==> src/afe_pkg.sv <==
package afe_pkg;
	// serial control frame layout
	localparam int unsigned FRAME_BITS = 16;
	localparam int unsigned ADDR_W     = 7;
	localparam int unsigned DATA_W     = 8;
	localparam logic [4:0]  ADDR_DONE  = 5'h08; // rw flag and address shifted in
	localparam logic [4:0]  FRAME_DONE = 5'h10;

	// register offsets
	localparam logic [ADDR_W-1:0] REG_FRONT_END = 7'h00;
	localparam logic [ADDR_W-1:0] REG_LOOP_TEST = 7'h01;
	localparam logic [ADDR_W-1:0] REG_REVISION  = 7'h06;

	// reset values
	localparam logic [DATA_W-1:0] FRONT_END_RESET = 8'h08;
	localparam logic [DATA_W-1:0] LOOP_TEST_RESET = 8'h00;

	// front_end_control fields
	localparam int unsigned FE_ENABLE_BIT  = 7;
	localparam int unsigned FE_UNUSED_BIT  = 6;
	localparam int unsigned FE_BOOST_HI    = 5;
	localparam int unsigned FE_BOOST_LO    = 4;
	localparam int unsigned FE_TX_DISABLE  = 3;
	localparam int unsigned FE_GAIN_LSB    = 1;
	localparam int unsigned FE_GAIN_PLUS20 = 0;

	// loop_test_control fields
	localparam int unsigned LT_TEST_MODE  = 7;
	localparam int unsigned LT_DIG_LOOP   = 6;
	localparam int unsigned LT_LOCAL_LOOP = 5;
	localparam int unsigned LT_REMOTE_LP  = 4;
	localparam int unsigned LT_CLK_OUT    = 3;
	localparam int unsigned LT_BIAS_PULL  = 2;
	localparam int unsigned LT_CTL_POS    = 1;
	localparam int unsigned LT_HW_SYNC    = 0;

	// revision register: level in bits 7..4, rest reads zero
	localparam int unsigned REV_LSB = 4;

	// receive gain steps in dB
	localparam logic [4:0] GAIN_DB_00   = 5'h06;
	localparam logic [4:0] GAIN_DB_01   = 5'h09;
	localparam logic [4:0] GAIN_DB_10   = 5'h0c;
	localparam logic [4:0] GAIN_DB_11   = 5'h00;
	localparam logic [5:0] GAIN_DB_BOOST = 6'h14;

	typedef enum logic {LINK_IDLE, LINK_SHIFT} link_state_t;
endpackage

==> src/afe_serial_ctl.sv <==
`timescale 1ns/100ps
`default_nettype none
module afe_serial_ctl
	import afe_pkg::*;
(
	input  wire logic                      clk_sys,
	input  wire logic                      reset,
	input  wire logic                      ce,
	input  wire logic                      sclk_pin,
	input  wire logic                      frame_sync_pin_n,
	input  wire logic                      serial_data_in,
	input  wire logic [afe_pkg::DATA_W-1:0] rd_data,
	output logic      [afe_pkg::ADDR_W-1:0] rd_addr,
	output logic                           wr_stb,
	output logic      [afe_pkg::ADDR_W-1:0] wr_addr,
	output logic      [afe_pkg::DATA_W-1:0] wr_data,
	output logic                           serial_data_out,
	output logic                           serial_data_oe
);
	import afe_pkg::*;

	logic [2:0]            pin_raw;
	logic [2:0]            sync1_q;
	logic [2:0]            sync2_q;
	logic                  sclk_old_q;
	logic                  sclk_rise;
	logic                  sclk_fall;
	logic                  frame_on;
	link_state_t           state_q, state_d;
	logic [4:0]            cnt_q, cnt_d;
	logic [FRAME_BITS-1:0] shin_q, shin_d;
	logic [DATA_W-1:0]     shout_q, shout_d;
	logic                  sdout_q, sdout_d;
	logic                  oe_q, oe_d;
	logic                  stb_q, stb_d;
	logic [ADDR_W-1:0]     waddr_q, waddr_d;
	logic [DATA_W-1:0]     wdata_q, wdata_d;

	// idle pin levels: sclk high, frame sync high, data low
	localparam logic [2:0] PIN_IDLE = 3'b110;

	assign pin_raw = {sclk_pin, frame_sync_pin_n, serial_data_in};

	// pins from the host domain pass two flops before use;
	// reset to idle levels so no false frame or edge follows reset
	genvar g;
	generate
		for (g = 0; g < 3; g++) begin : g_sync
			always_ff @(posedge clk_sys) begin
				if (reset) begin
					sync1_q[g] <= PIN_IDLE[g];
					sync2_q[g] <= PIN_IDLE[g];
				end else if (ce) begin
					sync1_q[g] <= pin_raw[g];
					sync2_q[g] <= sync1_q[g];
				end
			end
		end
	endgenerate

	// edge finder reads only the second stage
	assign sclk_rise = sync2_q[2] & ~sclk_old_q;
	assign sclk_fall = ~sync2_q[2] & sclk_old_q;
	assign frame_on  = ~sync2_q[1];

	// frame shifter; runs regardless of the front-end enable
	always_comb begin
		state_d = state_q;
		cnt_d   = cnt_q;
		shin_d  = shin_q;
		shout_d = shout_q;
		sdout_d = sdout_q;
		oe_d    = oe_q;
		stb_d   = 1'b0;
		waddr_d = waddr_q;
		wdata_d = wdata_q;
		case (state_q)
			LINK_IDLE: begin
				oe_d = 1'b0;
				// a finished frame waits for frame sync to go away
				if (!frame_on) begin
					cnt_d = 5'h00;
				end else if (cnt_q != FRAME_DONE) begin
					state_d = LINK_SHIFT;
				end
			end
			LINK_SHIFT: begin
				if (!frame_on && cnt_q != FRAME_DONE) begin
					// frame cut short: drop it, no write
					state_d = LINK_IDLE;
					oe_d    = 1'b0;
					cnt_d   = 5'h00;
				end else if (sclk_rise) begin
					shin_d = {shin_q[FRAME_BITS-2:0], sync2_q[0]};
					cnt_d  = cnt_q + 5'h01;
					if (cnt_q == FRAME_DONE - 5'h01) begin
						stb_d   = ~shin_q[FRAME_BITS-2];
						waddr_d = shin_q[FRAME_BITS-3:DATA_W-1];
						wdata_d = shin_d[DATA_W-1:0];
						state_d = LINK_IDLE;
					end
				end else if (sclk_fall && shin_q[DATA_W-1] && cnt_q == ADDR_DONE) begin
					sdout_d = rd_data[DATA_W-1];
					shout_d = {rd_data[DATA_W-2:0], 1'b0};
					oe_d    = 1'b1;
				end else if (sclk_fall && oe_q) begin
					sdout_d = shout_q[DATA_W-1];
					shout_d = {shout_q[DATA_W-2:0], 1'b0};
				end
			end
			default: begin
				state_d = LINK_IDLE;
			end
		endcase
	end

	always_ff @(posedge clk_sys) begin
		if (reset) begin
			sclk_old_q <= 1'b1;
			state_q    <= LINK_IDLE;
			cnt_q      <= 5'h00;
			shin_q     <= 16'h0000;
			shout_q    <= 8'h00;
			sdout_q    <= 1'b0;
			oe_q       <= 1'b0;
			stb_q      <= 1'b0;
			waddr_q    <= 7'h00;
			wdata_q    <= 8'h00;
		end else if (ce) begin
			sclk_old_q <= sync2_q[2];
			state_q    <= state_d;
			cnt_q      <= cnt_d;
			shin_q     <= shin_d;
			shout_q    <= shout_d;
			sdout_q    <= sdout_d;
			oe_q       <= oe_d;
			stb_q      <= stb_d;
			waddr_q    <= waddr_d;
			wdata_q    <= wdata_d;
		end
	end

	assign rd_addr         = shin_q[ADDR_W-1:0];
	assign wr_stb          = stb_q;
	assign wr_addr         = waddr_q;
	assign wr_data         = wdata_q;
	assign serial_data_out = sdout_q;
	assign serial_data_oe  = oe_q;
endmodule // afe_serial_ctl
`default_nettype wire

==> src/afe_control_registers.sv <==
`timescale 1ns/100ps
`default_nettype none
// Notes on behaviour
// - front_end_control sits at 0x00 and resets to 0x08.
// - front_end_enable low stops filter and analog clocks.
// - serial port stays clocked so registers remain accessible when disabled.
// - gain decode: 00=6 dB, 01=9 dB, 10=12 dB, 11=0 dB.
// - rx_gain_plus20 set adds 20 dB in the receive front end.
// - loop_test_control sits at 0x01 and resets to 0x00.
// - test_mode_enable set enables the test modes.
// - digital_loopback routes transmit bit stream into receive filters.
// - local_analog_loopback feeds transmitter outputs into receiver input.
// - remote_analog_loopback feeds receiver bit stream into transmitter input.
// - clock output pin driven when clock_out_enable, else tri-stated.
// - rx_bias_pull set applies DC bias to receive inputs.
// - control_frame_position picks quarter or half point for control frames.
// - hardware sync: bit 0 is sample data, control frame every time.
// - software sync: bit 0 requests a control frame.
// - read-only revision at 0x06, level in bits 7..4.
module afe_control_registers
	import afe_pkg::*;
#(
	parameter logic [3:0] REVISION_LEVEL = 4'h1 // arbitrary value
)(
	input  wire logic      clk_sys,
	input  wire logic      reset,
	input  wire logic      ce,
	input  wire logic      sclk_pin,
	input  wire logic      frame_sync_pin_n,
	input  wire logic      serial_data_in,
	output logic           serial_data_out,
	output logic           serial_data_oe,
	input  wire logic      data_frame_done,
	input  wire logic      data_frame_bit0,
	output logic           control_frame_request,
	output logic           control_frame_quarter,
	output logic           tx_bit0_is_sample,
	output logic           filter_clk_en,
	output logic           analog_clk_en,
	output logic           tx_boost_hi,
	output logic           tx_boost_lo,
	output logic           tx_pin_oe,
	output logic [5:0]     rx_gain_db,
	output logic           test_mode_enable,
	output logic           digital_loopback,
	output logic           local_analog_loopback,
	output logic           remote_analog_loopback,
	output logic           rx_bias_pull,
	output logic           clock_output_pin_o,
	output logic           clock_output_pin_oe
);
	import afe_pkg::*;

	logic [DATA_W-1:0] fe_q, fe_d;
	logic [DATA_W-1:0] lt_q, lt_d;
	logic              toggle_q, toggle_d;
	logic              req_q, req_d;
	logic [ADDR_W-1:0] rd_addr;
	logic [DATA_W-1:0] rd_data;
	logic              wr_stb;
	logic [ADDR_W-1:0] wr_addr;
	logic [DATA_W-1:0] wr_data;

	// register map read decode; unmapped offsets read zero
	function automatic logic [DATA_W-1:0] reg_read(
		input logic [ADDR_W-1:0] a,
		input logic [DATA_W-1:0] fe,
		input logic [DATA_W-1:0] lt
	);
		logic [DATA_W-1:0] r;
		r = 8'h00;
		case (a)
			REG_FRONT_END: r = fe;
			REG_LOOP_TEST: r = lt;
			REG_REVISION:  r = {REVISION_LEVEL, 4'h0};
			default:       r = 8'h00;
		endcase
		return r;
	endfunction

	// receive gain step table
	function automatic logic [4:0] gain_step(input logic [1:0] sel);
		logic [4:0] g;
		g = GAIN_DB_11;
		case (sel)
			2'b00:   g = GAIN_DB_00;
			2'b01:   g = GAIN_DB_01;
			2'b10:   g = GAIN_DB_10;
			default: g = GAIN_DB_11;
		endcase
		return g;
	endfunction

	afe_serial_ctl u_link (
		.clk_sys          (clk_sys),
		.reset            (reset),
		.ce               (ce),
		.sclk_pin         (sclk_pin),
		.frame_sync_pin_n (frame_sync_pin_n),
		.serial_data_in   (serial_data_in),
		.rd_data          (rd_data),
		.rd_addr          (rd_addr),
		.wr_stb           (wr_stb),
		.wr_addr          (wr_addr),
		.wr_data          (wr_data),
		.serial_data_out  (serial_data_out),
		.serial_data_oe   (serial_data_oe)
	);

	assign rd_data = reg_read(rd_addr, fe_q, lt_q);

	// register writes; revision writes are ignored
	always_comb begin
		fe_d     = fe_q;
		lt_d     = lt_q;
		toggle_d = toggle_q;
		req_d    = 1'b0;
		if (wr_stb && wr_addr == REG_FRONT_END) begin
			fe_d = wr_data;
			fe_d[FE_UNUSED_BIT] = 1'b0;
		end
		if (wr_stb && wr_addr == REG_LOOP_TEST) begin
			lt_d = wr_data;
		end
		// test clock divider idles low while disabled
		toggle_d = lt_q[LT_CLK_OUT] ? ~toggle_q : 1'b0;
		// control frame after each data frame, or on request bit
		if (data_frame_done) begin
			req_d = lt_q[LT_HW_SYNC] | data_frame_bit0;
		end
	end

	always_ff @(posedge clk_sys) begin
		if (reset) begin
			fe_q     <= FRONT_END_RESET;
			lt_q     <= LOOP_TEST_RESET;
			toggle_q <= 1'b0;
			req_q    <= 1'b0;
		end else if (ce) begin
			fe_q     <= fe_d;
			lt_q     <= lt_d;
			toggle_q <= toggle_d;
			req_q    <= req_d;
		end
	end

	// clock gating only reaches filters and analog, never the link
	assign filter_clk_en = fe_q[FE_ENABLE_BIT];
	assign analog_clk_en = fe_q[FE_ENABLE_BIT];
	assign tx_boost_hi   = fe_q[FE_BOOST_HI];
	assign tx_boost_lo   = fe_q[FE_BOOST_LO];
	assign tx_pin_oe     = ~fe_q[FE_TX_DISABLE];
	assign rx_gain_db = {1'b0, gain_step(fe_q[FE_GAIN_LSB+:2])}
		+ (fe_q[FE_GAIN_PLUS20] ? GAIN_DB_BOOST : 6'h00);

	// loop modes; host must limit level in local loop
	assign test_mode_enable       = lt_q[LT_TEST_MODE];
	assign digital_loopback       = lt_q[LT_DIG_LOOP];
	assign local_analog_loopback  = lt_q[LT_LOCAL_LOOP];
	assign remote_analog_loopback = lt_q[LT_REMOTE_LP];
	assign rx_bias_pull           = lt_q[LT_BIAS_PULL];
	assign control_frame_quarter  = lt_q[LT_CTL_POS];
	assign tx_bit0_is_sample      = lt_q[LT_HW_SYNC];
	assign control_frame_request  = req_q;
	assign clock_output_pin_o     = toggle_q;
	assign clock_output_pin_oe    = lt_q[LT_CLK_OUT];
endmodule // afe_control_registers
`default_nettype wire

==> config.mk <==
export PLATFORM = sky130hd
export DESIGN_NAME = afe_control_registers
export DESIGN_NICKNAME = d
export VERILOG_FILES = /design/src/afe_pkg.sv /design/src/afe_serial_ctl.sv /design/src/afe_control_registers.sv
export SDC_FILE = /design/constraint.sdc
export NUM_CORES = 1
export LEC_CHECK = 0
export BUFFER_PORTS_ARGS = -buffer_cell sky130_fd_sc_hd__buf_2
export CELL_PAD_IN_SITES_DETAIL_PLACEMENT = 0
export CELL_PAD_IN_SITES_GLOBAL_PLACEMENT = 1
export CORE_MARGIN = 4
export CORE_UTILIZATION = 35
export CTS_BUF_LIST = sky130_fd_sc_hd__clkbuf_2 sky130_fd_sc_hd__clkbuf_4 sky130_fd_sc_hd__clkbuf_8
export DETAILED_ROUTE_END_ITERATION = 12
export PLACE_DENSITY_LB_ADDON = 0.1
export SYNTH_ARGS = -nofsm -noshare
export SYNTH_HDL_FRONTEND = slang
export SYNTH_SLANG_ARGS = --single-unit
==> constraint.sdc <==
create_clock -name clk_sys -period 2.9 [get_ports clk_sys]
set_input_delay 0 -clock clk_sys [delete_from_list [all_inputs] [get_ports clk_sys]]
set_output_delay 0 -clock clk_sys [all_outputs]
set_load 0.05 [all_outputs]
# Yosys cells after proc, flatten, opt, wreduce, memory -nomap -nowiden
# Index checks and enable logic that the tools add are counted.
# totals
regBits	71
elab_cells	89
inputBits	8
# classes
bitwise	11
addsub	2
muxes	27
eq_ne	12
reduce_logical	17
# ops
operator	count
$pmux W8 S3	1
$mux W5	4
$mux W1	16
$mux W8	2
$eq A7 B1 Y1 const B	2
$logic_not A7 Y1	2
$pmux W4 S3	1
$eq A5 B4 Y1 const B	2
$pmux W5 S2	1
$reduce_and A5 Y1	2
$not A1 Y1	8
$eq A7 B3 Y1 const B	1
$add A5 B5 Y6	1
$logic_and A1 B1 Y1	6
$ne A3 B3 Y1 const B	2
$reduce_and A3 Y1	2
$add A5 B1 Y5 const B	1
$ne A5 B5 Y1 const B	1
$pmux W1 S2	2
$reduce_and A2 Y1	2
$reduce_and A4 Y1	1
$ne A3 B2 Y1 const B	1
$and A1 B1 Y1	2
$eq A2 B1 Y1 const B	1
other kinds (5)	5

# Depth between registers and ports, before layout
# Gate-level depths: netlist of run 1.
# logic_depth
depth_word	8
ltp_mapped	8
mapped_depth_nobuf	7

# Cells and area by module
# A second synthesis of run 1 with hierarchy kept.
# hier_totals
cells_unflattened	326
area_unflattened_um2	3249.4
# by_module_without_submodules
mod	n_inst	cells_each	seq_area_each_um2	area_per_inst_um2
afe_serial_ctl	1	222	1061.0	2265.9
afe_control_registers	1	104	340.3	983.4

# Worst setup path before layout of run 1
# Ideal clock, no wire load.
# synth_path
path_type	register to output
from	register fe_q[1]
to	output port rx_gain_db[4]
path_stages_with_launch	8
arrival_time_ns	2.132
required_time_ns	2.900
path_buffers	0
path_slack_ns	0.768
cell_sequence	dfxtp_1 > inv_1 > ha_1 > nor2_1 > nor2_1 > ha_1 > ha_1 > xor2_1
# synth_via
elab_chain_cells	3
elab_cells_between_ends	5
cone_classes	add/sub (1); eq/ne (2); mux (1); reduce/logical (1)
# synth_rtl
element	line_no	rtl
start: declaration	afe_control_registers.sv:54	logic [DATA_W-1:0] fe_q, fe_d;
start signal: assignment	afe_control_registers.sv:135	fe_q <= FRONT_END_RESET;
start signal: assignment	afe_control_registers.sv:140	fe_q <= fe_d;
$eq A2 B2 Y1 (tied with other cells)	afe_control_registers.sv:85	case (sel)
$pmux W4 S3 *	afe_control_registers.sv:85	
$add A5 B5 Y6 *	afe_control_registers.sv:154	+ (fe_q[FE_GAIN_PLUS20] ? GAIN_DB_BOOST : 6'h00);
end: declaration	afe_control_registers.sv:43	output logic [5:0] rx_gain_db,
# Every way passes the cells marked *; elsewhere a longest branch is shown, timed or not.

# Worst setup path in the final report of run 1
# layout_path
from	register u_link.cnt_q[0]
to	register u_link.shout_q[7]
# layout_via
elab_chain_cells	4
elab_cells_between_ends	8
cone_classes	eq/ne (2); mux (1); bitwise (1); reduce/logical (4)
# layout_rtl
element	line_no	rtl
start: declaration	afe_serial_ctl.sv:30	logic [4:0] cnt_q, cnt_d;
start signal: assignment	afe_serial_ctl.sv:132	cnt_q <= cnt_d;
$eq A5 B4 Y1 or $ne A5 B5 Y1 (tied branches)	afe_serial_ctl.sv:102, afe_serial_ctl.sv:88	
$logic_and A1 B1 Y1 (on tied branches)	afe_serial_ctl.sv:102, afe_serial_ctl.sv:88	
$reduce_bool A2 Y1 (no line) or $not A1 Y1 (tied branches)	--	
$reduce_and A5 Y1 (no line)	--	
end signal: assignment	afe_serial_ctl.sv:134	shout_q <= shout_d;
end: declaration	afe_serial_ctl.sv:32	logic [DATA_W-1:0] shout_q, shout_d;
# Several ways; a longest one is shown, not always the timed one.
# A chain may end at the register's enable or synchronous reset.

==> results of run 1 <==
-- report_power, final --
group | switching [uW] | internal [uW]
combinational | 35.1 | 20.9
clock | 386 | 338
sequential | 6.26 | 966
total | 428 | 1320
-- area by class of cell --
cell class / instances / area, um^2
fill: 855 / 4820
multi-input combinational: 218 / 1530
sequential: 70 / 1400
timing repair buffer: 42 / 258
clock buffer: 10 / 138
tap: 105 / 131
inverter: 17 / 63.8
clock inverter: 6 / 46.3
-- synthesized netlist by cell type (2+ instances only) --
cell type | n | area (um^2)
a22oi_1 | 2 | 15.0
a31oi_1 | 2 | 12.5
dfxtp_1 | 70 | 1400
o211ai_1 | 3 | 22.5
a211oi_1 | 6 | 45.0
nand3_1 | 2 | 10.0
or2_2 | 2 | 12.5
nand4b_1 | 2 | 17.5
nand2_1 | 18 | 67.6
buf_1 | 5 | 18.8
ha_1 | 9 | 113
a21oi_1 | 10 | 50.1
and3_1 | 3 | 18.8
nand2b_1 | 4 | 25.0
buf_2 | 4 | 20.0
mux2_2 | 2 | 22.5
mux2i_1 | 51 | 510
inv_1 | 16 | 60.1
nor2_1 | 59 | 221
a221oi_1 | 5 | 43.8
o21ai_0 | 6 | 30.0
nand4bb_1 | 2 | 22.5
nand3b_1 | 5 | 37.5
nand4_1 | 2 | 12.5
clkbuf_1 | 11 | 41.3
-- worst paths after layout --
path,startpoint,end,slack (ps),cells after the start
worst max-delay path,u_link.cnt_q[0],u_link.shout_q[7],490,6
worst min register to register,control_frame_request,control_frame_request,460,2
worst max register to register,u_link.cnt_q[0],u_link.shout_q[7],490,6
worst min-delay path,ce,u_link.sclk_old_q,90,3
-- layout by cell type, fill, tap and decap left out, types with 2 or more instances in the layout --
cell / count
a211oi_1: 6
a21oi_1: 9
a221oi_1: 5
a22oi_1: 2
a31oi_1: 2
and3_1: 3
buf_2: 30
buf_4: 5
clkbuf_8: 10
clkinv_4: 2
clkinvlp_4: 2
dfxtp_1: 70
dlygate4sd3_1: 7
ha_1: 9
inv_1: 16
mux2_2: 2
mux2i_1: 51
nand2_1: 18
nand2b_1: 4
nand3_1: 2
nand3b_1: 5
nand4_1: 2
nand4b_1: 2
nand4bb_1: 2
nor2_1: 59
o211ai_1: 3
o21ai_0: 6
or2_2: 2
-- kinds of logic after synthesis --
group	share of synthesized area, %
AOI/OAI and AO/OA	9.61
adders and majority gates	3.65
DFF	45.4
buffers and inverters	5.27
and+or+nand+nor	18.5
muxes	17.3
xor gates and xnor gates	0.284
-- sequential cells by signal (all words and copies together), names as in the netlist, 3 cells and up --
signal and count:
u_link.shout_q 7, u_link.sync1_q 3, u_link.sync2_q 3, u_link.cnt_q 5, u_link.wr_addr 7, u_link.shin_q 15
lt_q 8, u_link.wr_data 8, fe_q 7
-- layer usage --
| layer | wire length, um | vias to the layer above |
|---|---|---|
| li1 | - | 1198 |
| met1 | 3580 | 1060 |
| met2 | 3040 | 35 |
| met3 | 254 | 5 |
| met4 | 68 | 0 |
| met5 | 0 | - |
-- worst reg2reg max path: stages (launching register included) --
cell and delay (ps):
dfxtp_1 340, inv_1 80, ha_1 160, nand4bb_1 320, a2111o_1 660, or2_1 370, o311a_1 380
-- metrics by stage --
step | worst slack [ps] | hold slack, ps | total power, uW
2_1_floorplan | 768 | 128 | 1030
3_3_place_gp | 519 | 217 | 1040
3_5_place_dp | 497 | 222 | 1040
4_1_cts | 494 | 66.8 | 1790
5_1_grt | 338 | 119 | 1830
6_report | 491 | 90.8 | 1750
-- timing repair --
item / in CTS / in global routing
setup buffers: 0 / 0
hold buffers: 7 / 0
hold endpoints to repair: 11 / 0
==> metrics.txt, run 1 <==
outcome=completed; die width=102 um; # setup viols final=0; Static Leakage=0.00137 uW; slowest CP cell=a2111o_1; ys async rst share=0%; Post-Syn Area=3090 um^2; first-pass GRT wire length=11600 um; RD Place Congestion=0.748; Vias=2298; Seq/Total Area, Yosys=45.4%; fraction of layout cells with a size suffix above 1=16.8%; CP endpoint kind=flop; Die H=102 um; post-route clock period utilization=83.1%; critical path cell sequence=inv_1 -> ha_1 -> nand4bb_1 -> a2111o_1 -> or2_1 -> o311a_1; Placed Instances=445; gr busiest metal=met2; fmax=0.415 GHz; GRT met3 Usage=4.10%; RSZ-0062 raised after global routing=false; Antenna Cells=0; synthesis-to-finish area growth=15.5%; drt first pass iters=4; DP Area=3310 um^2; clk buf depth=2; DR WL/cell=14.8 um; # rows=33; placed wire-length estimate=4750 um; Tmin final=2410 ps; Clock Skews=10.7 ps; Top FF cell, synth=dfxtp_1; port buffer count=30; Die ar.=10400 um^2; Crit Path Max Fanout=11; post-route ant nets=0; Post-Layout Cell Count=468; critical path required time=3140 ps; post-route cell area=3560 um^2; CP Launch Type=flop; #FFs+latches synth=70; CTS buffer count=9; Max Slew Vio Count=0; WS Path Type=flop to flop; Starting Density=36.8%; Pwr per Cell Area=492 nW/um^2; Buf/Inv on CP=1; I/O pin count=31; Yosys cell types=51; Critical Path AT=2650 ps; HP Class=primary input to flop; vias in the first global route=2240; clk_lat worst skew=350 ps; Vias/cell=4.91; met1 GRT Util=20.4%; Final Core Density=42.5%; drt drc=0; Mean Syn Cell Area=9.44 um^2; maximum VDD drop=257 uV; worst-margin pin slew=682 ps; Max Cap Viol=0; Sink Count=70; setup_tns=0 ps; number of synthesized flops with an enable pin=0; WL final=6940 um; Congestion Overflow GR=0; warnings from Yosys=0; CTS Root Cell=clkbuf_8; Reg clk slew, reported paths=80 ps; grt met2 use=21.4%; DR iter-0 viols=76; core area=8380 um^2; Final nets=375; htree depth=3; initial antenna violation count=0; Post-Syn Instances=327; Top delay family on crit path=compound AO/OA/AOI/OAI gates; CP peak stage delay=660 ps; post_cts resized=0; final hold viol count=0; Total GRT Usage=14.4%; CTS tree=done; Rel. slew slack=54.2%; Mapped Nets=344; largest net degree at the start of global routing=28
Note: power is estimated with default switching activity, not from simulation.
==> inputs of run 2 (changes only) <==
--- a/config.mk
+++ b/config.mk
@@ -5,6 +5,7 @@
 export SDC_FILE = /design/constraint.sdc
 export NUM_CORES = 1
 export LEC_CHECK = 0
+export ABC_AREA = 1
 export BUFFER_PORTS_ARGS = -buffer_cell sky130_fd_sc_hd__buf_2
 export CELL_PAD_IN_SITES_DETAIL_PLACEMENT = 0
 export CELL_PAD_IN_SITES_GLOBAL_PLACEMENT = 1
==> constraint.sdc (replaced) <==
create_clock -name clk_sys -period 2.3 [get_ports clk_sys]
set_input_delay 0 -clock clk_sys [delete_from_list [all_inputs] [get_ports clk_sys]]
set_output_delay 0 -clock clk_sys [all_outputs]
set_load 0.05 [all_outputs]
==> metrics.txt, run 2 <==
outcome=completed; Worst path most repeated cell=nand2_1; most common cell in the netlist=nand2_1; post_cts resized=0 (unchanged); RSZ-0062 raised after global routing=false; maximum VDD drop=297 uV (+15%); fmax=0.504 GHz (+21%); CP peak stage delay=430 ps (-230 ps); port buffer count=30 (unchanged); register area=1400 um^2 (unchanged); Mapped Nets=455 (+32%); Clock Skews=11.6 ps (+0.846 ps); initial antenna violation count=0 (unchanged); vias in the first global route=2597 (+16%); Static Leakage=0.00163 uW (+19%); post-route clock period utilization=86.2% (+3.2 points); warnings from Yosys=0 (unchanged); Post-Syn Area=3140 um^2 (+1.8%); die width=103 um (+0.84%); setup_tns=0 ps (unchanged); fillers=962 (+13%); CP Launch Type=flop; drt drc=0 (unchanged); I/O pin count=31 (unchanged); Rel. slew slack=58.7% (+4.5 points); largest net degree at the start of global routing=31 (+11%); Post-Syn Instances=438 (+34%); R2R cell count=9 (+3); Reg with most FFs=u_link.shin_q; RD Place Congestion=0.731 (-2.3%); first-pass GRT wire length=12700 um (+10%); ys async rst share=0% (unchanged); # setup viols final=0 (unchanged); Top FF cell, synth=dfxtp_1; Hold Buf Count CTS=8 (+1); clk buf depth=2 (unchanged); Synth top cells by count=nand2_1, dfxtp_1, nor2_1; #FFs+latches synth=70 (unchanged); Vias=2803 (+22%); critical path cell sequence=inv_1 -> ha_1 -> nand2_1 -> inv_1 -> nand2_1 -> a21boi_2 -> nand2_1 -> o21ai_0 -> a21oi_1; placed wire-length estimate=5400 um (+14%); most area-consuming cells after synthesis=dfxtp_1, nand2_1, a21oi_1, nor2_1, nand3_1; HP Class=primary input to flop; Crit Path Max Fanout=21 (+10); Starting Density=36.0% (-0.79 points); number of synthesized flops with an enable pin=0 (unchanged); Yosys cell types=30 (-41%); Total GRT Usage=15.7% (+1.3 points); Max Slew Vio Count=0 (unchanged); Sink Count=70 (unchanged); Pwr per Cell Area=625 nW/um^2 (+27%); Tmin final=1980 ps (-426 ps); Yosys top cell area share=44.6% (-0.81 points); clk_lat worst skew=350 ps (about the same); WS Path Type=flop to flop; slowest CP cell=nand2_1; fraction of layout cells with a size suffix above 1=14.4% (-2.4 points); hold slack final=65.1 ps (-25.7 ps); Die H=103 um (+0.84%); Congestion Overflow GR=0 (unchanged); Final nets=498 (+33%); final hold viol count=0 (unchanged); Critical Path AT=2200 ps (-450 ps); synthesis-to-finish area growth=17.3%; WL final=7660 um (+10%); core area=8720 um^2 (+4.0%); htree depth=3 (unchanged); Die ar.=10600 um^2 (+1.7%); Reg clk slew, reported paths=80 ps (about the same); CTS tree=done; post-route ant nets=0 (unchanged); post-CTS setup buffer count=0 (unchanged); drt first pass iters=4 (unchanged); Max Cap Viol=0 (unchanged); CP endpoint kind=flop; CTS buffer count=9 (unchanged); DR WL/cell=12.9 um (-13%); Vias/cell=4.72 (-3.9%); # rows=34 (+3.0%); Mean Syn Cell Area=7.17 um^2 (-24%); Seq/Total Area, Yosys=44.6% (-0.81 points); commonest cells after routing, fill and taps aside=nand2_1, dfxtp_1, nor2_1, a21oi_1, nand3_1; worst-margin pin slew=617 ps (-64.7 ps); top cell type by total area after synthesis=dfxtp_1; Buf/Inv on CP=2 (+1); Largest register FFs=15 (unchanged); DR iter-0 viols=98 (+29%); Top delay family on crit path=compound AO/OA/AOI/OAI gates; critical path required time=2520 ps (-620 ps); Crit path depth=9 (+3); Antenna Cells=0 (unchanged); Hold Path Depth=4 (+1); most common cell after layout, fill and taps aside=nand2_1; CTS Root Cell=clkbuf_8; area occupied by multi-input gates=1500 um^2 (-1.8%)
-- run 2: cell types whose count changed after synthesis, moves of 20 or more --
cell	change
mux2i_1	-51
nand2_1	+81
inv_1	+20
nand3_1	+40
o21ai_0	+25
a21oi_1	+41
-- run 2: kinds of logic after synthesis --
logic type / count (synthesis) / share of synthesized area [%]
simple gates: 208 / 28.3
compound gates: 92 / 15.2
flops: 70 / 44.6
buf+inv: 57 / 7.73
fa+ha+maj: 9 / 3.58
xor+xnor: 2 / 0.558
-- run 2: cell type report --
| class | instances | share of cell area, % |
|---|---|---|
| Inverter | 39 | 3.97 |
| Sequential cell | 70 | 38.0 |
| Multi-Input combinational cell | 311 | 40.6 |
| Tap cell | 108 | 3.67 |
| Timing Repair Buffer | 50 | 8.69 |
| Clock buffer | 11 | 4.11 |
| Clock inverter | 5 | 0.916 |
-- run 2: report_power, final --
part	total (uW)	switching [uW]	leakage [uW]	internal, uW
registers	1240	13.3	0.000567	1230
logic	129	81.4	0.000974	48.0
clock network	933	484	0.0000913	448
total	2300	579	0.00163	1720
-- run 2: final timing paths --
check               startpoint           endpoint  slack [ps]
min reg2reg  u_link.wr_data[6]  u_link.wr_data[6]         460
min                      reset  u_link.sync2_q[1]          70
max            u_link.cnt_q[0]   u_link.shin_q[0]         320
max reg2reg    u_link.cnt_q[0]   u_link.shin_q[0]         320
-- run 2: metal layers --
metal | GRT usage [%] | vias to the layer above | routed length, um
met4 | 7.17 | 0 | 124
met2 | 25.1 | 33 | 3490
li1 | - | 1510 | -
met3 | 3.18 | 9 | 250
met1 | 20.4 | 1251 | 3800
met5 | 0 | - | 0
-- run 2: stage by stage --
step                      power, uW  instances  setup WS [ps]  util (%)  cell area (um^2)
after floorplan                1360        438            162         -              3140
after global placement         1390        570            397      39.2              3420
after detailed placement       1390        570            275      39.2              3420
after CTS                      2340        594            280      42.3              3690
after global routing           2410        594           61.6      42.3              3690
final                          2300        594            317      42.3              3690
-- run 2: worst min-delay path: stages --
cell and delay (ps):
buf_2 90, inv_1 40, buf_4 170, nand3_1 80
